**src/fps_pkg.sv**
```systemverilog
// shared constants, types and helpers of the flyback protection supervisor
package fps_pkg;

   // clock
   localparam real CLK_MHZ = 200.0;

   // documented times, each in its own unit
   localparam real T_VCC_BLANK_US = 1.0;
   localparam real T_LEB_NS = 269.0;
   localparam real T_SEVERE_NS = 616.2;
   localparam real T_SEVERE_SS_US = 1.001;
   localparam real T_BROWN_OUT_MS = 1.09;
   localparam real T_BROWN_OUT_SS_MS = 5.27;
   localparam real T_SENSE_HIGH_MS = 10.0;
   localparam real T_FEEDBACK_HIGH_MS = 31.3;
   localparam real T_DIE_OTP_MS = 10.5;
   localparam real T_OVERLOAD_MS = 31.3;
   localparam real T_AUTO_RESTART_S = 3.0;
   localparam real T_SHORT_PULSE_US = 1.5;

   // cycle counts, least times rounded up
   localparam logic [31:0] VCC_BLANK_CYC = int'($ceil(T_VCC_BLANK_US * CLK_MHZ));
   localparam logic [31:0] LEB_CYC = int'($ceil(T_LEB_NS * CLK_MHZ / 1000.0));
   localparam logic [31:0] SEVERE_CYC = int'($ceil(T_SEVERE_NS * CLK_MHZ / 1000.0));
   localparam logic [31:0] SEVERE_SS_CYC = int'($ceil(T_SEVERE_SS_US * CLK_MHZ));
   localparam logic [31:0] BROWN_OUT_CYC = int'($ceil(T_BROWN_OUT_MS * CLK_MHZ * 1000.0));
   localparam logic [31:0] BROWN_OUT_SS_CYC =
      int'($ceil(T_BROWN_OUT_SS_MS * CLK_MHZ * 1000.0));
   localparam logic [31:0] SENSE_HIGH_CYC = int'($ceil(T_SENSE_HIGH_MS * CLK_MHZ * 1000.0));
   localparam logic [31:0] FEEDBACK_HIGH_CYC =
      int'($ceil(T_FEEDBACK_HIGH_MS * CLK_MHZ * 1000.0));
   localparam logic [31:0] DIE_OTP_CYC = int'($ceil(T_DIE_OTP_MS * CLK_MHZ * 1000.0));
   localparam logic [31:0] OVERLOAD_CYC = int'($ceil(T_OVERLOAD_MS * CLK_MHZ * 1000.0));
   localparam logic [31:0] AUTO_RESTART_CYC =
      int'($ceil(T_AUTO_RESTART_S * CLK_MHZ * 1000000.0));
   localparam logic [31:0] SHORT_PULSE_CYC = int'($ceil(T_SHORT_PULSE_US * CLK_MHZ));

   // peak current limit figures handed to the look-up logic
   localparam int PEAK_MAX_LOW_LINE_MV = 594;
   localparam logic [7:0] OVERLOAD_LIMIT_LOW_LINE = 8'hff;
   localparam logic [7:0] OVERLOAD_LIMIT_HIGH_LINE = 8'hca;

   // analog comparator results, each high when its condition holds
   typedef struct packed {
      logic vcc_above_on;          // 20.5 V
      logic vcc_above_off;         // 7.2 V
      logic vcc_above_raised_off;  // 9.6 V
      logic vcc_above_brown_in;    // 15 V
      logic hv_above_brown_in;     // 1.15 mA
      logic hv_below_brown_out;    // 0.443 mA
      logic cs_above_peak;         // peak current limit
      logic cs_above_severe;       // 0.8 V
      logic cs_above_sense_high;   // sense pin high trigger
      logic fb_above_high;         // 2.41 V
      logic die_above_otp;         // 130 degC
      logic die_below_release;     // 20 degC under the trip level
   } fps_cmp_type;

   // sticky record of what stopped the converter
   typedef struct packed {
      logic sense_short;
      logic overload;
      logic overvoltage;
      logic die_overtemp;
      logic feedback_high;
      logic sense_high;
      logic severe_overcurrent;
      logic brown_out;
   } fps_cause_type;

   typedef enum logic [2:0] {
      FPS_OFF        = 3'b000,
      FPS_WAIT_IN    = 3'b001,
      FPS_SOFT_START = 3'b010,
      FPS_RUN        = 3'b011,
      FPS_BROWN_OUT  = 3'b100,
      FPS_RESTART    = 3'b101,
      FPS_LATCH      = 3'b110
   } fps_state_type;

   // saturating dwell counter: runs while cond holds, clears otherwise
   function automatic logic [31:0] fps_dwell(input logic cond, input logic [31:0] cnt,
                                             input logic [31:0] lim);
      if (!cond) begin
         return 32'h0;
      end
      return (cnt >= lim) ? lim : cnt + 32'h1;
   endfunction

endpackage

```
**src/fps_sync_filter.sv**
```systemverilog
// three-stage synchroniser that passes a bit once stages two and three agree
`timescale 1ns/1ps
module fps_sync_filter #(
   parameter int WIDTH = 1
) (
   // clock and reset
   input wire logic clk,
   input wire logic rst,
   // asynchronous in, filtered out
   input wire logic [WIDTH-1:0] din,
   output logic [WIDTH-1:0] dout
);
   logic [WIDTH-1:0] stage1;
   logic [WIDTH-1:0] stage2;
   logic [WIDTH-1:0] stage3;
   wire [WIDTH-1:0] agree = ~(stage2 ^ stage3);
   wire [WIDTH-1:0] next_dout = (agree & stage3) | (~agree & dout);

   always_ff @(posedge clk or posedge rst) begin
      if (rst) begin
         stage1 <= '0;
         stage2 <= '0;
         stage3 <= '0;
         dout <= '0;
      end else begin
         stage1 <= din;
         stage2 <= stage1;
         stage3 <= stage2;
         dout <= next_dout;
      end
   end
endmodule

```
**src/fps_supervisor.sv**
```systemverilog
// fault supervision of a flyback pwm controller: lockout, brown-in/out and trips
`timescale 1ns/1ps

module fps_supervisor #(
   parameter logic [31:0] BROWN_OUT_CYC = fps_pkg::BROWN_OUT_CYC,
   parameter logic [31:0] BROWN_OUT_SS_CYC = fps_pkg::BROWN_OUT_SS_CYC,
   parameter logic [31:0] SENSE_HIGH_CYC = fps_pkg::SENSE_HIGH_CYC,
   parameter logic [31:0] FEEDBACK_HIGH_CYC = fps_pkg::FEEDBACK_HIGH_CYC,
   parameter logic [31:0] DIE_OTP_CYC = fps_pkg::DIE_OTP_CYC,
   parameter logic [31:0] OVERLOAD_CYC = fps_pkg::OVERLOAD_CYC,
   parameter logic [31:0] AUTO_RESTART_CYC = fps_pkg::AUTO_RESTART_CYC
) (
   // clock and reset
   input wire logic MCLK,
   input wire logic RST,
   // comparator results, asynchronous
   input wire fps_pkg::fps_cmp_type CMP,
   // from the pwm engine on this clock
   input wire logic GATE_REQUEST,
   input wire logic SOFT_START_DONE,
   input wire logic BURST_SLEEP,
   input wire logic PEAK_LIMIT_HIT,
   input wire logic OV_SAMPLE_VALID,
   input wire logic OV_SAMPLE_HIGH,
   // static configuration
   input wire logic OVP_LATCH_SELECT,
   input wire logic OLP_ENABLE,
   input wire logic LOW_LINE,
   input wire logic [7:0] OVERVOLTAGE_COUNT_LIMIT,
   // gate and supply control
   output logic MAIN_GATE_DRIVE,
   output logic DEVICE_ACTIVE,
   output logic STARTUP_CELL_ON,
   output logic RAISED_OFF_SELECT,
   // status
   output logic SOFT_START_ACTIVE,
   output logic AUTO_RESTART_ACTIVE,
   output logic LATCH_OFF_ACTIVE,
   output logic [7:0] OVERLOAD_LIMIT_CODE,
   output fps_pkg::fps_cause_type FAULT_CAUSE
);
   import fps_pkg::*;

   fps_cmp_type cmp;
   fps_state_type state;
   fps_state_type next_state;

   logic [31:0] on_cnt;
   logic [31:0] off_cnt;
   logic [31:0] bo_cnt;
   logic [31:0] severe_cnt;
   logic [31:0] shigh_cnt;
   logic [31:0] fbh_cnt;
   logic [31:0] otp_cnt;
   logic [31:0] olp_cnt;
   logic [31:0] ar_cnt;
   logic [31:0] pulse_cnt;
   logic [8:0] ovp_cnt;
   logic [1:0] long_run;
   logic [1:0] examined;
   logic first_power;
   logic brown_out_seen;
   logic otp_hold;
   logic pulse_cut;

   fps_sync_filter #(
      .WIDTH($bits(fps_cmp_type))
   ) fps_sync_filter_inst (
      .clk(MCLK),
      .rst(RST),
      .din(CMP),
      .dout(cmp)
   );

   // operating phase
   wire in_ss = state == FPS_SOFT_START;
   wire switching = in_ss || state == FPS_RUN;
   wire evaluate = switching && !BURST_SLEEP;

   // supply lockout with spike blanking on both edges
   wire supply_low = brown_out_seen ? !cmp.vcc_above_raised_off : !cmp.vcc_above_off;
   wire [31:0] next_on_cnt = fps_dwell(cmp.vcc_above_on, on_cnt, VCC_BLANK_CYC);
   wire [31:0] next_off_cnt = fps_dwell(supply_low, off_cnt, VCC_BLANK_CYC);
   wire turn_on = on_cnt >= VCC_BLANK_CYC;
   wire turn_off = off_cnt >= VCC_BLANK_CYC;

   // brown-in is taken straight from the synchronised comparators
   wire brown_in = cmp.hv_above_brown_in && cmp.vcc_above_brown_in;

   // brown-out dwell, longer window while soft-starting
   wire [31:0] bo_lim = in_ss ? BROWN_OUT_SS_CYC : BROWN_OUT_CYC;
   wire [31:0] next_bo_cnt = fps_dwell(evaluate && cmp.hv_below_brown_out, bo_cnt, bo_lim);
   wire bo_trip = evaluate && bo_cnt >= bo_lim;

   // "longer than" windows trip one cycle past the figure
   wire [31:0] severe_lim = in_ss ? SEVERE_SS_CYC + 32'h1 : SEVERE_CYC + 32'h1;
   wire [31:0] next_severe_cnt =
      fps_dwell(evaluate && cmp.cs_above_severe, severe_cnt, severe_lim);
   wire severe_trip = evaluate && severe_cnt >= severe_lim;

   wire [31:0] next_shigh_cnt =
      fps_dwell(evaluate && cmp.cs_above_sense_high, shigh_cnt, SENSE_HIGH_CYC);
   wire shigh_trip = evaluate && shigh_cnt >= SENSE_HIGH_CYC;

   wire [31:0] next_fbh_cnt =
      fps_dwell(evaluate && cmp.fb_above_high, fbh_cnt, FEEDBACK_HIGH_CYC);
   wire fbh_trip = evaluate && fbh_cnt >= FEEDBACK_HIGH_CYC;

   wire [31:0] otp_lim = DIE_OTP_CYC + 32'h1;
   wire [31:0] next_otp_cnt = fps_dwell(evaluate && cmp.die_above_otp, otp_cnt, otp_lim);
   wire otp_trip = evaluate && otp_cnt >= otp_lim;

   // overload: symmetric timer, so short peaks in a long run do not trip
   wire olp_up = evaluate && PEAK_LIMIT_HIT;
   wire [31:0] olp_inc = (olp_cnt >= OVERLOAD_CYC) ? OVERLOAD_CYC : olp_cnt + 32'h1;
   wire [31:0] olp_dec = (olp_cnt == 32'h0) ? 32'h0 : olp_cnt - 32'h1;
   wire [31:0] next_olp_cnt = !switching ? 32'h0 : (olp_up ? olp_inc : olp_dec);
   wire olp_trip = evaluate && OLP_ENABLE && olp_cnt >= OVERLOAD_CYC;

   // output overvoltage filter, one step per sampled comparison
   wire ovp_step = evaluate && OV_SAMPLE_VALID;
   wire [8:0] ovp_inc = (ovp_cnt == 9'h1ff) ? ovp_cnt : ovp_cnt + 9'h1;
   wire [8:0] ovp_dec = (ovp_cnt == 9'h0) ? 9'h0 : ovp_cnt - 9'h1;
   wire [8:0] ovp_step_val = OV_SAMPLE_HIGH ? ovp_inc : ovp_dec;
   wire [8:0] next_ovp_cnt = !switching ? 9'h0 : (ovp_step ? ovp_step_val : ovp_cnt);
   wire [8:0] ovp_lim = {1'b0, OVERVOLTAGE_COUNT_LIMIT} + 9'h1;
   wire ovp_trip = evaluate && ovp_cnt >= ovp_lim;

   // gate pulse: leading-edge blanking, then peak limit ends the pulse
   wire past_leb = MAIN_GATE_DRIVE && pulse_cnt >= LEB_CYC;
   wire peak_now = past_leb && cmp.cs_above_peak;
   wire next_pulse_cut = GATE_REQUEST && (pulse_cut || peak_now);
   wire [31:0] next_pulse_cnt = MAIN_GATE_DRIVE ? pulse_cnt + 32'h1 : 32'h0;

   // sense pin short: first three pulses after power-up all too long
   wire pulse_end = !MAIN_GATE_DRIVE && pulse_cnt != 32'h0; // length still held, no loop via gate
   wire check_pulse = pulse_end && first_power && evaluate;
   wire pulse_long = pulse_cnt > SHORT_PULSE_CYC;
   wire short_trip = check_pulse && pulse_long && long_run == 2'h2;
   wire [1:0] next_long_run = !check_pulse ? long_run : (pulse_long ? long_run + 2'h1 : 2'h0);
   wire [1:0] next_examined = check_pulse ? examined + 2'h1 : examined;
   wire next_first_power = first_power && !(check_pulse && examined == 2'h2);

   // fault collection
   wire ovp_latch = ovp_trip && OVP_LATCH_SELECT;
   wire restart_fault = severe_trip || shigh_trip || fbh_trip || otp_trip || olp_trip
                        || short_trip || (ovp_trip && !OVP_LATCH_SELECT);
   wire any_fault = restart_fault || ovp_latch || bo_trip;
   wire [31:0] next_ar_cnt = (state == FPS_RESTART) ? fps_dwell(1'b1, ar_cnt, AUTO_RESTART_CYC)
                                                    : 32'h0;
   wire restart_done = ar_cnt >= AUTO_RESTART_CYC && !otp_hold;

   // a fresh soft-start wipes the cause record
   wire restarting = next_state == FPS_SOFT_START && state != FPS_SOFT_START;
   fps_cause_type new_cause;
   assign new_cause = '{
      sense_short: short_trip,
      overload: olp_trip,
      overvoltage: ovp_trip,
      die_overtemp: otp_trip,
      feedback_high: fbh_trip,
      sense_high: shigh_trip,
      severe_overcurrent: severe_trip,
      brown_out: bo_trip
   };
   wire fps_cause_type next_cause = restarting ? fps_cause_type'(8'h0)
                                               : (FAULT_CAUSE | new_cause);

   wire next_brown_out_seen = (brown_out_seen && !restarting)
                              || next_state == FPS_BROWN_OUT;
   wire next_otp_hold = otp_trip || (otp_hold && !cmp.die_below_release);

   // outputs, all registered
   wire next_gate = GATE_REQUEST && switching && !BURST_SLEEP && !any_fault
                    && next_state == state && !next_pulse_cut && !peak_now;
   wire next_active = next_state == FPS_WAIT_IN || next_state == FPS_SOFT_START
                      || next_state == FPS_RUN || next_state == FPS_BROWN_OUT;
   // stand-by states only recharge when the supply sags; regulation is outside
   wire standby = next_state == FPS_RESTART || next_state == FPS_LATCH;
   wire next_startup = next_state == FPS_OFF || (standby && !cmp.vcc_above_off);
   wire [7:0] next_limit_code = LOW_LINE ? OVERLOAD_LIMIT_LOW_LINE
                                         : OVERLOAD_LIMIT_HIGH_LINE;

   always_comb begin
      next_state = state;
      unique case (state)
         FPS_OFF: begin
            if (turn_on) begin
               next_state = FPS_WAIT_IN;
            end
         end
         FPS_WAIT_IN: begin
            if (turn_off) begin
               next_state = FPS_OFF;
            end else if (brown_in) begin
               next_state = FPS_SOFT_START;
            end
         end
         FPS_SOFT_START, FPS_RUN: begin
            if (turn_off) begin
               next_state = FPS_OFF;
            end else if (ovp_latch) begin
               next_state = FPS_LATCH;
            end else if (restart_fault) begin
               next_state = FPS_RESTART;
            end else if (bo_trip) begin
               next_state = FPS_BROWN_OUT;
            end else if (in_ss && SOFT_START_DONE) begin
               next_state = FPS_RUN;
            end
         end
         FPS_BROWN_OUT: begin
            if (turn_off) begin
               next_state = FPS_OFF;
            end
         end
         FPS_RESTART: begin
            if (restart_done) begin
               next_state = FPS_OFF;
            end
         end
         FPS_LATCH: begin
            next_state = FPS_LATCH;
         end
         default: begin
            next_state = FPS_OFF;
         end
      endcase
   end

   // timers
   always_ff @(posedge MCLK or posedge RST) begin
      if (RST) begin
         on_cnt <= 32'h0;
         off_cnt <= 32'h0;
         bo_cnt <= 32'h0;
         severe_cnt <= 32'h0;
         shigh_cnt <= 32'h0;
         fbh_cnt <= 32'h0;
         otp_cnt <= 32'h0;
         olp_cnt <= 32'h0;
         ar_cnt <= 32'h0;
         pulse_cnt <= 32'h0;
         ovp_cnt <= 9'h0;
      end else begin
         on_cnt <= next_on_cnt;
         off_cnt <= next_off_cnt;
         bo_cnt <= next_bo_cnt;
         severe_cnt <= next_severe_cnt;
         shigh_cnt <= next_shigh_cnt;
         fbh_cnt <= next_fbh_cnt;
         otp_cnt <= next_otp_cnt;
         olp_cnt <= next_olp_cnt;
         ar_cnt <= next_ar_cnt;
         pulse_cnt <= next_pulse_cnt;
         ovp_cnt <= next_ovp_cnt;
      end
   end

   // control state and flags
   always_ff @(posedge MCLK or posedge RST) begin
      if (RST) begin
         state <= FPS_OFF;
         long_run <= 2'h0;
         examined <= 2'h0;
         first_power <= 1'b1;
         brown_out_seen <= 1'b0;
         otp_hold <= 1'b0;
         pulse_cut <= 1'b0;
      end else begin
         state <= next_state;
         long_run <= next_long_run;
         examined <= next_examined;
         first_power <= next_first_power;
         brown_out_seen <= next_brown_out_seen;
         otp_hold <= next_otp_hold;
         pulse_cut <= next_pulse_cut;
      end
   end

   // outputs
   always_ff @(posedge MCLK or posedge RST) begin
      if (RST) begin
         MAIN_GATE_DRIVE <= 1'b0;
         DEVICE_ACTIVE <= 1'b0;
         STARTUP_CELL_ON <= 1'b1;
         RAISED_OFF_SELECT <= 1'b0;
         SOFT_START_ACTIVE <= 1'b0;
         AUTO_RESTART_ACTIVE <= 1'b0;
         LATCH_OFF_ACTIVE <= 1'b0;
         OVERLOAD_LIMIT_CODE <= 8'h0;
         FAULT_CAUSE <= '0;
      end else begin
         MAIN_GATE_DRIVE <= next_gate;
         DEVICE_ACTIVE <= next_active;
         STARTUP_CELL_ON <= next_startup;
         RAISED_OFF_SELECT <= next_brown_out_seen;
         SOFT_START_ACTIVE <= next_state == FPS_SOFT_START;
         AUTO_RESTART_ACTIVE <= next_state == FPS_RESTART;
         LATCH_OFF_ACTIVE <= next_state == FPS_LATCH;
         OVERLOAD_LIMIT_CODE <= next_limit_code;
         FAULT_CAUSE <= next_cause;
      end
   end
endmodule

```
**config.mk**
```make
export PLATFORM = sky130hd
export DESIGN_NAME = fps_supervisor
export DESIGN_NICKNAME = d
export VERILOG_FILES = /design/src/fps_pkg.sv /design/src/fps_sync_filter.sv /design/src/fps_supervisor.sv
export SDC_FILE = /design/constraint.sdc
export NUM_CORES = 1
export LEC_CHECK = 0
export ABC_CLOCK_PERIOD_IN_PS = 38300
export BUFFER_PORTS_ARGS = -buffer_cell sky130_fd_sc_hd__buf_2
export CAP_MARGIN = 10
export CORE_UTILIZATION = 31
export CTS_BUF_LIST = sky130_fd_sc_hd__clkbuf_4 sky130_fd_sc_hd__clkbuf_8
export DETAILED_ROUTE_END_ITERATION = 16
export PLACE_DENSITY = 0.56
export SLEW_MARGIN = 20
export SYNTH_ARGS = -nofsm -noshare
export SYNTH_HDL_FRONTEND = slang
export SYNTH_SLANG_ARGS = --single-unit
```
**constraint.sdc**
```tcl
create_clock -name MCLK -period 38.3 [get_ports MCLK]
set_clock_uncertainty 0.2 [all_clocks]
set_input_delay 5.745 -clock MCLK [delete_from_list [all_inputs] [get_ports MCLK]]
set_output_delay 5.745 -clock MCLK [all_outputs]
set_load 0.02 [all_outputs]
```
Word-level counts from Yosys, hierarchy flattened
Index checks and enable logic that the tools add are counted.
Widths: inputs -> output; s select.
{ "word_totals": {"register_bits": 409, "latch_bits": 0, "ram_bits": 0, "romBits": 0, "in_bits": 31, "out_inout_bits": 23, "elab_cells": 211, "memories": 0} }
{ "classes": {"add_sub_neg": 16, "multipliers": 0, "div_mod_pow": 0, "n_lt_le_gt_ge": 12, "n_eq_ne": 19, "shift": 0, "muxes": 43, "n_bitwise": 7, "n_reduce_logical": 77} }
{ "op_table": {"columns": ["op", "n"], "rows": [
  ["$mux 32", 21],
  ["$add 32x1->32 const B", 10],
  ["$ge 32x23->1 const B", 2],
  ["$ge 32x8->1 const B", 2],
  ["$mux 9", 5],
  ["$logic_and 1x1->1", 41],
  ["$ge 32x21->1", 1],
  ["$ge 32x21->1 const B", 1],
  ["$ge 32x22->1 const B", 1],
  ["$ge 32x30->1 const B", 1],
  ["$ge 32x6->1 const B", 1],
  ["$ge 32x8->1", 1],
  ["$gt 32x9->1 const B", 1],
  ["$logic_not 32->1", 1],
  ["$reduce_bool 32->1", 1],
  ["$sub 32x1->32 const B", 1],
  ["$mux 3", 10],
  ["$and 12x12->12", 2],
  ["$not 12->12", 2],
  ["$mux 21", 1],
  ["$eq 3x3->1 const B", 6],
  ["$pmux 3 s6", 1],
  ["$logic_or 1x1->1", 17],
  ["$mux 8", 2],
  ["other kinds (24)", 42]
]} }

Logic depth before layout (Yosys ltp)
Gate-level depths: netlist (run 1).
{ "logic_depth": {"depth_word": 19, "mapped_depth": 15, "depth_no_buf": 14} }

Hierarchy
A second synthesis (run 1) with hierarchy kept.
{ "unflattened": {"hier_cells": 1662, "area_unflattened_um2": 17825.8} }
{ "by_module_without_submodules": {"columns": ["mod", "instances", "cells_each", "area_each_um2", "seq_area_each_um2"], "rows": [
  ["fps_supervisor", 1, 1601, 16485.8, 8911.0],
  ["fps_sync_filter", 1, 61, 1340.0, 1201.2]
]} }

Worst setup path after synthesis (run 1)
No wires, ideal clock.
{ "synth_timing": {"kind": "input to register", "start": "input OVERVOLTAGE_COUNT_LIMIT[0]", "end": "register SOFT_START_ACTIVE", "setup_time_ns": 0.086, "t_arrival_ns": 8.394, "t_required_ns": 38.014, "setup_slack_ns": 29.619, "stages": 14, "path_buffers": 0, "path_cell_list": "ha_1 > nand3_1 > nor2_1 > xnor2_1 > ha_1 > a21oi_1 > o221ai_1 > a221o_1 > a221o_1 > a211oi_2 > o211ai_1 > a21oi_2 > inv_1 > nor3_1"} }
{ "synth_via": {"elab_chain_len": 10, "elab_cells_between_ends": 11, "classes_between": "add/sub (1); order compare (1); eq/ne (1); mux (4); reduce/logical (4)"} }
{ "synth_lines": {"columns": ["element", "line_no", "text"], "rows": [
  ["start, declared", "fps_supervisor.sv:29", "input wire logic [7:0] OVERVOLTAGE_COUNT_LIMIT,"],
  ["$add 8x1->9 (*)", "fps_supervisor.sv:126", "wire [8:0] ovp_lim = {1'b0, OVERVOLTAGE_COUNT_LIMIT} + 9'h1;"],
  ["$ge 9x9->1 (*)", "fps_supervisor.sv:127", "wire ovp_trip = evaluate && ovp_cnt >= ovp_lim;"],
  ["$logic_and 1x1->1 (*)", "fps_supervisor.sv:127", null],
  ["$logic_and 1x1->1", "fps_supervisor.sv:147", "|| short_trip || (ovp_trip && !OVP_LATCH_SELECT);"],
  ["$logic_or 1x1->1", "fps_supervisor.sv:147", null],
  ["$mux 3", "fps_supervisor.sv:204", "end else if (restart_fault) begin"],
  ["$mux 3 (*)", "fps_supervisor.sv:202", "end else if (ovp_latch) begin"],
  ["$mux 3 (*)", "fps_supervisor.sv:200", "if (turn_off) begin"],
  ["$pmux 3 s6 (*)", "fps_supervisor.sv:186", "unique case (state)"],
  ["net next_state[2]", "fps_supervisor.sv:46", "fps_state_type next_state;"],
  ["$eq 3x2->1 (*)", "fps_supervisor.sv:298", "SOFT_START_ACTIVE <= next_state == FPS_SOFT_START;"],
  ["end signal, assigned", "fps_supervisor.sv:288", "SOFT_START_ACTIVE <= 1'b0;"],
  ["end signal, assigned", "fps_supervisor.sv:298", null],
  ["end, declared", "fps_supervisor.sv:36", "output logic SOFT_START_ACTIVE,"]
]} }
The timed path passes the listed nets; every way through them passes the cells marked *.
A chain may end at the register's enable or synchronous reset.

Worst setup path after layout (run 1)
Same ends and word-level chain as after synthesis.

==> flow_metrics.py, run 1 <==
metrics = {
    "run_status": {
        "status": "complete, no violations",
    },
    "timing": {
        "rsz0062_at_grt": "false",
        "final-setup-viol-count": 0,
        "finalHoldViolations": 0,
        "fin_crit_ns": 8.64,
        "min_period_over_period_pct": 22.6,
        "slew_violations": 0,
        "tightestPinTransition_ns": 1.12,
        "relSlewSlack_pct": 25.5,
        "max_freq_mhz": 116,
        "tns_ns": 0,
    },
    "synth": {
        "netlist.area_leader.share_pct": 56.2,
        "ys_seq_area_share_pct": 56.5,
        "synth_commonest_cells": "402 x dfrtp_1, 188 x nor2_1, 111 x nand3_1",
        "synth.distinct_cells": 87,
        "synth.most_common_cell": "dfrtp_1",
        "syn_area_per_cell_um2": 10.6,
        "synth_area_um2": 17900,
        "synth-seq-cells": 404,
        "syn_inst": 1687,
        "synth_edf_count": 0,
        "ys.flop_type": "dfrtp_1",
        "async_flop_share_pct": 100,
        "synthTopCellsByArea": "dfrtp_1 56%, xor2_1 4.8%, nor2_1 3.9%",
        "synth.largest_area_cell": "dfrtp_1",
        "yosys_warnings": 0,
    },
    "power_and_ir_drop": {
        "clock_power_share_pct": 46.7,
        "internal_power_uw": 686,
        "comb_power_share_pct": 3.4,
        "peakVddDrop_mv": 0.0243,
        "p_sw_share_pct": 22.7,
        "leakagePower_uw": 0.00916,
        "power_density_nw_per_um2": 42.5,
        "power_switching_uw": 201,
        "seqPwrFrac_pct": 49.9,
    },
    "detailed_routing": {
        "drtIter0Drc": 731,
        "wl_mm": 37.4,
        "first_pass_iters": 5,
        "drc_errors": 0,
        "vias": 12800,
        "wl_per_cell_um": 13.9,
        "vias_per_cell": 4.76,
        "drtAntennaViolNets": 0,
    },
    "finish": {
        "nFillCells": 5609,
        "final_core_util_pct": 36.8,
        "drive_gt1_share_pct": 11.6,
        "final_nets": 1951,
        "area.growth.synth_to_final_pct": 16.6,
    },
    "clock_network": {
        "cts_sinks": 404,
        "clock_path_buffers": 3,
        "cts-root-buf": "clkbuf_8",
        "cts_made_buffers": 71,
        "cts.htree.levels": 3,
        "postCtsSetupBuffers": 0,
        "cts_resized": 0,
        "ctsHoldBuffers": 0,
        "cts_tree": "done",
        "worstSkewPairLatency_ns": 0.63,
        "clkTransAtPathRegs_ns": 0.06,
    },
    "global_routing": {
        "grt_pass1_wl_mm": 63.6,
        "globalRouteOverflowTotal": 0,
        "grt_pass1_vias": 12700,
        "grt_max_degree": 182,
        "antenna_found_initial": 3,
        "track_usage_pct": 13.1,
    },
    "floorplan": {
        "start_util_pct": 31.6,
        "fp.dieH_um": 242,
        "dieArea_um2": 58700,
        "dieWidth_um": 242,
        "io_pins": 54,
        "rows": 87,
        "core_um2": 56700,
    },
    "run": {
        "drv_cap": 0,
    },
    "worst_setup_path": {
        "crit_family": "compound AO/OA/AOI/OAI gates",
        "slowest_stage": "a221o_1",
        "worst-path-buf-inv": 2,
        "critPathMaxFanout": 4,
        "arrival_ns": 8.98,
        "worstSetupEndpointType": "register",
        "worst_ep_required_time_ns": 38.63,
        "startpoint_type": "primary input",
        "cp_slowest_stage_delay_ns": 0.44,
        "path_cells": "buf_2 > ha_1 > nand3_1 > nor2_1 > xnor2_1 > ha_1 > a21oi_1 > o221ai_1 > a221o_1 > a221o_1 > a211oi_2 > o211ai_1 > a21oi_2 > inv_1 > nor3_1",
        "critical_path_class": "in2reg",
    },
    "place": {
        "hpwl_mm": 24.7,
        "place_congestion": 0.832,
        "io_buffers": 53,
    },
    "hold_path": {
        "worst_hold_path_type": "reg2reg",
    },
}
path summary, 6_finish.rpt:
path	start	to	slack (ns)	cells after the start
worst max register to register	state[2]$_DFF_PP0_	bo_cnt[18]$_DFF_PP0_	33.90	11
max in group asynchronous	RST	olp_cnt[16]$_DFF_PP0_	31.30	4
worst max-delay path	OVERVOLTAGE_COUNT_LIMIT[0]	SOFT_START_ACTIVE$_DFF_PP0_	29.66	15
min in group asynchronous	RST	shigh_cnt[23]$_DFF_PP0_	5.00	2
worst min-delay path	fps_sync_filter_inst.stage1[6]$_DFF_PP0_	fps_sync_filter_inst.stage2[6]$_DFF_PP0_	0.13	0
worst min register to register	fps_sync_filter_inst.stage1[6]$_DFF_PP0_	fps_sync_filter_inst.stage2[6]$_DFF_PP0_	0.13	0
per-stage QoR:
stage               std cells  worst slack, ns  area [um^2]  hold WS [ns]  power (uW)
global placement         2561            29.18        19300         0.134         480
detailed placement       2561            29.01        19300         0.138         481
finish                   2686            29.66        20900         0.131         888
global route             2686            29.45        20900         0.135         931
floorplan                1799            21.12        18300         0.131         471
CTS                      2684            29.70        20900         0.131         907
cell families after synthesis:
| group | share of synthesized area, % |
|---|---|
| buf+inv | 2.86 |
| flops | 56.5 |
| compound gates | 9.33 |
| xor+xnor | 8.26 |
| simple gates | 19.2 |
| other cells | 0.0419 |
| mux | 0.300 |
| fa+ha+maj | 3.54 |
cells in the final DEF (no fill, tap or decap), types with 11 or more instances in the layout:
cell type  instances
nor2_1           187
nand2_1           98
o221ai_1          13
nor2b_1           11
clkbuf_8          90
conb_1           114
and2_1            28
a21boi_0          12
clkbuf_4          21
nor4_1            50
xnor2_1           70
and3_1            38
buf_2             53
a21oi_1          102
inv_1             62
nand4_1           38
xor2_1            99
a211oi_1          11
ha_1              41
o21ai_0           43
dfrtp_1          402
or3_1             19
nor3_1            41
nand3_1          111
maj3_1            12
power groups by stage:
| stage | registers (uW) | clock network [uW] | logic, uW |
|---|---|---|---|
| global route | 444 | 453 | 34.4 |
| global placement | 450 | 0 | 29.2 |
| finish | 443 | 415 | 29.8 |
| CTS | 443 | 433 | 30.1 |
| floorplan | 449 | 0 | 21.2 |
| detailed placement | 451 | 0 | 29.9 |
layout make-up:
type	count	area (um^2)	area share, %
clock inverter	12	114	0.545
tap	756	946	4.53
antenna	1	2.50	0.0120
timing repair buffer	61	358	1.71
clock buffer	111	1400	6.69
sequential	404	10100	48.4
multi-input combinational	1277	7710	36.9
inverter	64	248	1.19
sequential cells by signal (all words and copies together) (netlist names), 32 cells and up, named ones only:
| name | flops |
|---|---|
| shigh_cnt | 32 |
| olp_cnt | 32 |
| bo_cnt | 32 |
| fbh_cnt | 32 |
| off_cnt | 32 |
| on_cnt | 32 |
| otp_cnt | 32 |
| severe_cnt | 32 |
| ar_cnt | 32 |
| pulse_cnt | 32 |
per-layer routing:
layer | GRT usage (%) | share of wire, %
met2 | 19.6 | 45
met1 | 18.4 | 49
met5 | 0 | 0
met3 | 3.00 | 4.6
met4 | 4.78 | 2.0
Power figures use the tool's default switching activity.
==> inputs of run 2 (changes only) <==
--- a/config.mk
+++ b/config.mk
@@ -5,13 +5,14 @@
 export SDC_FILE = /design/constraint.sdc
 export NUM_CORES = 1
 export LEC_CHECK = 0
-export ABC_CLOCK_PERIOD_IN_PS = 38300
+export ABC_AREA = 1
+export ABC_CLOCK_PERIOD_IN_PS = 7300
 export BUFFER_PORTS_ARGS = -buffer_cell sky130_fd_sc_hd__buf_2
 export CAP_MARGIN = 10
 export CORE_UTILIZATION = 31
 export CTS_BUF_LIST = sky130_fd_sc_hd__clkbuf_4 sky130_fd_sc_hd__clkbuf_8
 export DETAILED_ROUTE_END_ITERATION = 16
-export PLACE_DENSITY = 0.56
+export PLACE_DENSITY = 0.58
 export SLEW_MARGIN = 20
 export SYNTH_ARGS = -nofsm -noshare
 export SYNTH_HDL_FRONTEND = slang
==> constraint.sdc (replaced) <==
create_clock -name MCLK -period 7.3 [get_ports MCLK]
set_clock_uncertainty 0.2 [all_clocks]
set_input_delay 1.095 -clock MCLK [delete_from_list [all_inputs] [get_ports MCLK]]
set_output_delay 1.095 -clock MCLK [all_outputs]
set_load 0.02 [all_outputs]
==> run 2 against run 1 <==
Wire length up 7.0%. Sequential share of layout area down 2.9 points. Hold slack better by 0.015 ns. Flip-flop and latch count unchanged. Non-clock buffer count down 4. Count of clock-buffer cells in the layout down 1. Design area up 6.3%. Critical path depth down 5. Power rose to 5.2 times the previous value. Die area up 6.7%. Synthesized cell count up 27%. Highest routed layer unchanged.
==> flow_metrics.py, run 2 <==
metrics = {
    "run_status": {
        "status": "complete, no violations",
    },
    "power_and_ir_drop": {
        "total_power_uw": 4630,
        "leakagePower_uw": 0.0104,
        "power_density_nw_per_um2": 208,
        "peakVddDrop_mv": 0.149,
    },
    "worst_setup_path": {
        "slowest_stage": "nand2_2",
        "startpoint_type": "register",
        "critPathMaxFanout": 36,
        "worst-path-buf-inv": 3,
        "path_cells": "inv_2 > nand3_4 > nand2_4 > inv_4 > nor2_8 > nand2_2 > nor2_1 > inv_1 > nor2_1 > a211oi_1",
        "critical_path_class": "reg2reg",
        "worst_ep_required_time_ns": 7.56,
        "worstSetupEndpointType": "register",
        "path_common_cell": "nor2_1",
        "cp_slowest_stage_delay_ns": 0.57,
        "arrival_ns": 3.86,
        "crit_family": "simple AND/OR/NAND/NOR gates",
    },
    "finish": {
        "multiInputGateArea_um2": 8220,
        "drive_gt1_share_pct": 11.8,
        "final_nets": 2425,
        "seq_area_um2": 10100,
        "layout_common_cells": "402 x dfrtp_1, 327 x nand2_1, 326 x nor2_1",
        "layout_commonest_cell": "dfrtp_1",
        "nFillCells": 6153,
        "area.growth.synth_to_final_pct": 16.1,
    },
    "timing": {
        "fin_crit_ns": 3.60,
        "finalHoldViolations": 0,
        "relSlewSlack_pct": 32.7,
        "min_period_over_period_pct": 49.3,
        "tightestPinTransition_ns": 1.00,
        "slew_violations": 0,
        "rsz0062_at_grt": "false",
        "final-setup-viol-count": 0,
        "max_freq_mhz": 278,
        "tns_ns": 0,
    },
    "synth": {
        "async_flop_share_pct": 100,
        "netlist.area_leader.share_pct": 52.6,
        "synth.most_common_cell": "dfrtp_1",
        "synth_area_um2": 19100,
        "synth.largest_area_cell": "dfrtp_1",
        "synth_commonest_cells": "402 x dfrtp_1, 327 x nand2_1, 326 x nor2_1",
        "ys.flop_type": "dfrtp_1",
        "synth.distinct_cells": 64,
        "synth-seq-cells": 404,
        "ys_seq_area_share_pct": 52.9,
        "syn_area_per_cell_um2": 8.92,
        "synth_edf_count": 0,
        "yosys_warnings": 0,
        "syn_inst": 2142,
        "synthTopCellsByArea": "dfrtp_1 53%, nand2_1 6.4%, nor2_1 6.4%",
    },
    "detailed_routing": {
        "wl_met1_mm": 19.3,
        "drtAntennaViolNets": 0,
        "first_pass_iters": 5,
        "wl_mm": 40.0,
        "drc_errors": 0,
        "vias_per_cell": 4.58,
        "highest_layer": "met4",
        "wl_met3_mm": 1.66,
        "wl_per_cell_um": 12.5,
        "wl_met2_mm": 18.1,
        "drtIter0Drc": 794,
        "vias": 14600,
    },
    "clock_network": {
        "postCtsSetupBuffers": 0,
        "worstSkewPairLatency_ns": 0.64,
        "cts_tree": "done",
        "clock_path_buffers": 3,
        "ctsHoldBuffers": 0,
        "cts.htree.levels": 3,
        "cts_sinks": 404,
        "cts-root-buf": "clkbuf_8",
        "cts_resized": 0,
        "cts_made_buffers": 71,
        "clkTransAtPathRegs_ns": 0.06,
    },
    "floorplan": {
        "core_um2": 60600,
        "dieArea_um2": 62600,
        "fp.dieH_um": 250,
        "dieWidth_um": 250,
        "start_util_pct": 31.5,
        "rows": 90,
        "io_pins": 54,
    },
    "place": {
        "place_congestion": 0.883,
        "hpwl_mm": 27.4,
        "io_buffers": 53,
    },
    "global_routing": {
        "grt_max_degree": 188,
        "globalRouteOverflowTotal": 0,
        "track_usage_pct": 13.0,
        "grt_pass1_vias": 14500,
        "grt_pass1_wl_mm": 68.2,
        "antenna_found_initial": 1,
    },
    "run": {
        "drv_cap": 0,
    },
    "hold_path": {
        "worst_hold_path_type": "reg2reg",
    },
}
==> run 2: worst paths after layout <==
kind,cells past startpoint,startpoint,slack [ns],to
worst min-delay path,0,fps_sync_filter_inst.stage1[0]$_DFF_PP0_,0.15,fps_sync_filter_inst.stage2[0]$_DFF_PP0_
max in group asynchronous,5,RST,4.90,fbh_cnt[4]$_DFF_PP0_
min in group asynchronous,3,RST,0.53,on_cnt[15]$_DFF_PP0_
worst min register to register,0,fps_sync_filter_inst.stage1[0]$_DFF_PP0_,0.15,fps_sync_filter_inst.stage2[0]$_DFF_PP0_
worst max-delay path,10,state[0]$_DFF_PP0_,3.70,olp_cnt[17]$_DFF_PP0_
worst max register to register,10,state[0]$_DFF_PP0_,3.70,olp_cnt[17]$_DFF_PP0_
==> run 2: kinds of logic after synthesis <==
family,after synthesis,share of synthesized area (%)
simple gates,1015,24.9
compound gates,264,8.07
xor+xnor,98,4.49
flops,404,52.9
other cells,2,0.0393
buf+inv,306,6.30
fa+ha+maj,53,3.31
==> run 2: final cells by class <==
cell class,instances,area share (%)
tap,782,4.41
antenna,2,0.0225
sequential,404,45.6
clock inverter,16,0.648
timing repair buffer,57,1.53
inverter,275,4.68
clock buffer,110,6.14
multi-input combinational,1544,37.0
==> run 2: metal layers <==
| layer | GRT usage [%] | up-vias |
|---|---|---|
| met5 | 0 | - |
| met4 | 4.56 | 0 |
| met3 | 3.02 | 76 |
| met2 | 20.8 | 239 |
| met1 | 17.2 | 6978 |
| li1 | - | 7325 |
==> run 2: worst reg2reg max path: cells and delay by family, from the launching register on <==
family          cells  cell delay [ns]
compound gates      1             0.05
buf+inv             3             0.51
flops               1             0.43
simple gates        6             2.25
==> run 2: through the flow <==
stage	hold WS (ns)	std cells	cell area, um^2	util, %	worst slack [ns]
after detailed placement	0.135	3061	20700	34.1	3.16
after floorplan	0.131	2254	19500	-	0.565
after CTS	0.147	3187	22200	36.6	3.76
final	0.146	3190	22200	36.6	3.70
after global routing	0.151	3190	22200	36.6	3.50
after global placement	0.136	3061	20700	34.1	3.24
==> run 2: report_power, final <==
group          internal (uW)  switching [uW]  total [uW]
registers               2300            23.8        2320
logic                   32.6            85.4         118
clock network           1260             926        2190
==> inputs of run 3 (changes only) <==
--- a/config.mk
+++ b/config.mk
@@ -6,13 +6,13 @@
 export NUM_CORES = 1
 export LEC_CHECK = 0
 export ABC_AREA = 1
-export ABC_CLOCK_PERIOD_IN_PS = 7300
+export ABC_CLOCK_PERIOD_IN_PS = 3600
 export BUFFER_PORTS_ARGS = -buffer_cell sky130_fd_sc_hd__buf_2
 export CAP_MARGIN = 10
 export CORE_UTILIZATION = 31
 export CTS_BUF_LIST = sky130_fd_sc_hd__clkbuf_4 sky130_fd_sc_hd__clkbuf_8
 export DETAILED_ROUTE_END_ITERATION = 16
-export PLACE_DENSITY = 0.58
+export PLACE_DENSITY = 0.56
 export SLEW_MARGIN = 20
 export SYNTH_ARGS = -nofsm -noshare
 export SYNTH_HDL_FRONTEND = slang
==> constraint.sdc (replaced) <==
create_clock -name MCLK -period 3.6 [get_ports MCLK]
set_clock_uncertainty 0.2 [all_clocks]
set_input_delay 0.54 -clock MCLK [delete_from_list [all_inputs] [get_ports MCLK]]
set_output_delay 0.54 -clock MCLK [all_outputs]
set_load 0.02 [all_outputs]
==> run 3 against run 2 <==
Global-route usage grew 0.26 points. Register-to-register slack worse by 3.2 ns. Design area is 1.3% higher. Wire length grew 0.89%. Largest power group unchanged.
==> flow_metrics.py, run 3 (synthesized netlist as in run 2, its figures left out) <==
metrics = {
    "run_status": {
        "status": "complete, no violations",
    },
    "clock_network": {
        "clock_path_buffers": 3,
        "cts_tree": "done",
        "ctsHoldBuffers": 15,
        "cts_sinks": 404,
        "cts.htree.levels": 3,
        "cts_made_buffers": 72,
        "worstSkewPairLatency_ns": 0.63,
        "cts_resized": 0,
        "cts-root-buf": "clkbuf_8",
        "clkTransAtPathRegs_ns": 0.06,
        "postCtsSetupBuffers": 0,
    },
    "finish": {
        "instances_no_fill": 3214,
        "area.growth.synth_to_final_pct": 17.6,
        "seq_area_um2": 10100,
        "final_nets": 2453,
        "layout_common_cells": "402 x dfrtp_1, 327 x nand2_1, 326 x nor2_1",
        "nFillCells": 6148,
        "multiInputGateArea_um2": 8220,
        "drive_gt1_share_pct": 12.1,
        "post-route-cell-area_um2": 22500,
        "final_core_util_pct": 37.1,
        "layout_commonest_cell": "dfrtp_1",
    },
    "floorplan": {
        "core_um2": 60600,
        "start_util_pct": 31.5,
        "fp.dieH_um": 250,
        "rows": 90,
        "io_pins": 54,
        "dieWidth_um": 250,
        "dieArea_um2": 62600,
    },
    "global_routing": {
        "antenna_found_initial": 1,
        "track_usage_pct": 13.3,
        "globalRouteOverflowTotal": 0,
        "grt_pass1_vias": 14600,
        "grt_pass1_wl_mm": 69.4,
        "grt_max_degree": 100,
    },
    "worst_setup_path": {
        "ff2ff_path_depth": 16,
        "arrival_ns": 3.44,
        "critical_path_class": "reg2reg",
        "rrSetupSlack_ns": 0.45,
        "critPathMaxFanout": 19,
        "worstSetupEndpointType": "register",
        "startpoint_type": "register",
        "r2r-start": "state[2]$_DFF_PP0_",
        "worst_ep_required_time_ns": 3.90,
        "r2r-end": "bo_cnt[20]$_DFF_PP0_",
    },
    "timing": {
        "rsz0062_at_grt": "false",
        "final-setup-viol-count": 0,
        "finalHoldViolations": 0,
        "holdWs_ns": 0.146,
        "max_freq_mhz": 318,
        "postLayoutSetupSlackWorst_ns": 0.455,
        "relSlewSlack_pct": 54.0,
        "slew_violations": 0,
        "fin_crit_ns": 3.15,
        "tightestPinTransition_ns": 0.689,
        "min_period_over_period_pct": 87.4,
    },
    "power_and_ir_drop": {
        "p_sw_share_pct": 22.4,
        "comb_power_share_pct": 2.7,
        "peakVddDrop_mv": 0.299,
        "seqPwrFrac_pct": 49.5,
        "power_switching_uw": 2130,
        "power_density_nw_per_um2": 423,
        "clock_power_share_pct": 47.8,
        "leakagePower_uw": 0.0105,
        "internal_power_uw": 7380,
    },
    "detailed_routing": {
        "wl_mm": 40.4,
        "drtIter0Drc": 780,
        "wl_per_cell_um": 12.6,
        "drc_errors": 0,
        "vias_per_cell": 4.58,
        "drtAntennaViolNets": 0,
        "vias": 14700,
        "first_pass_iters": 5,
    },
    "hold_path": {
        "min_from": "fps_sync_filter_inst.stage1[7]$_DFF_PP0_",
        "hold_path_end": "fps_sync_filter_inst.stage2[7]$_DFF_PP0_",
        "worst_hold_path_type": "reg2reg",
        "min_path_cells": 0,
    },
    "place": {
        "place_inst": 3074,
        "place_congestion": 0.868,
        "io_buffers": 53,
        "hpwl_mm": 28.1,
        "placed_area_um2": 20800,
        "dp_slack_ns": 0.0138,
    },
    "run": {
        "drv_cap": 0,
    },
}
run 3: how the worst max path moves through the flow:
stage | start | to
after floorplan | RST | AUTO_RESTART_ACTIVE$_DFF_PP0_
after global placement | OVERVOLTAGE_COUNT_LIMIT[0] | DEVICE_ACTIVE$_DFF_PP0_
after detailed placement | OVERVOLTAGE_COUNT_LIMIT[0] | DEVICE_ACTIVE$_DFF_PP0_
after CTS | state[0]$_DFF_PP0_ | bo_cnt[20]$_DFF_PP0_
after global routing | state[0]$_DFF_PP0_ | bo_cnt[20]$_DFF_PP0_
final | state[2]$_DFF_PP0_ | bo_cnt[20]$_DFF_PP0_
run 3: critical path: stages, from the launching register on:
cell	delay, ns
dfrtp_1	0.40
inv_2	0.16
nand3_4	0.30
ha_1	0.42
nand2_1	0.06
nor2_1	0.10
nand2_1	0.06
nor2_1	0.08
nand2_1	0.06
nand2_1	0.06
nand2_1	0.05
nand2_1	0.07
nand2_2	0.06
nand2_4	0.12
clkinv_1	0.27
o21ai_0	0.46
a21oi_1	0.08
run 3: power by group through the flow:
| stage | logic, uW | clock network [uW] | registers, uW |
|---|---|---|---|
| floorplan | 161 | 0 | 4780 |
| global placement | 246 | 0 | 4780 |
| detailed placement | 251 | 0 | 4790 |
| CTS | 264 | 4740 | 4700 |
| global route | 303 | 4940 | 4710 |
| finish | 257 | 4550 | 4700 |
run 3: per-layer routing:
layer  vias to the layer above  global-route usage (%)  share of wire (%)
met5                         -                       0                  0
met4                         0                    4.05                1.9
met3                        68                    2.90                4.6
met2                       263                    21.0                 45
met1                      7009                    18.1                 48
li1                       7374                       -                  -
run 3: area by class of cell:
| type | instances | share of cell area, % |
|---|---|---|
| timing repair buffer | 84 | 2.60 |
| sequential | 404 | 45.0 |
| multi-input combinational | 1544 | 36.5 |
| clock buffer | 111 | 6.29 |
| inverter | 275 | 4.62 |
| clock inverter | 13 | 0.612 |
| tap | 782 | 4.35 |
| antenna | 1 | 0.0111 |
run 3: metrics by stage:
step / TNS, ns / power, uW
after floorplan: -1039.36 / 4940
after global placement: 0 / 5030
after detailed placement: 0 / 5040
after CTS: 0 / 9710
after global routing: 0 / 9950
final: 0 / 9510
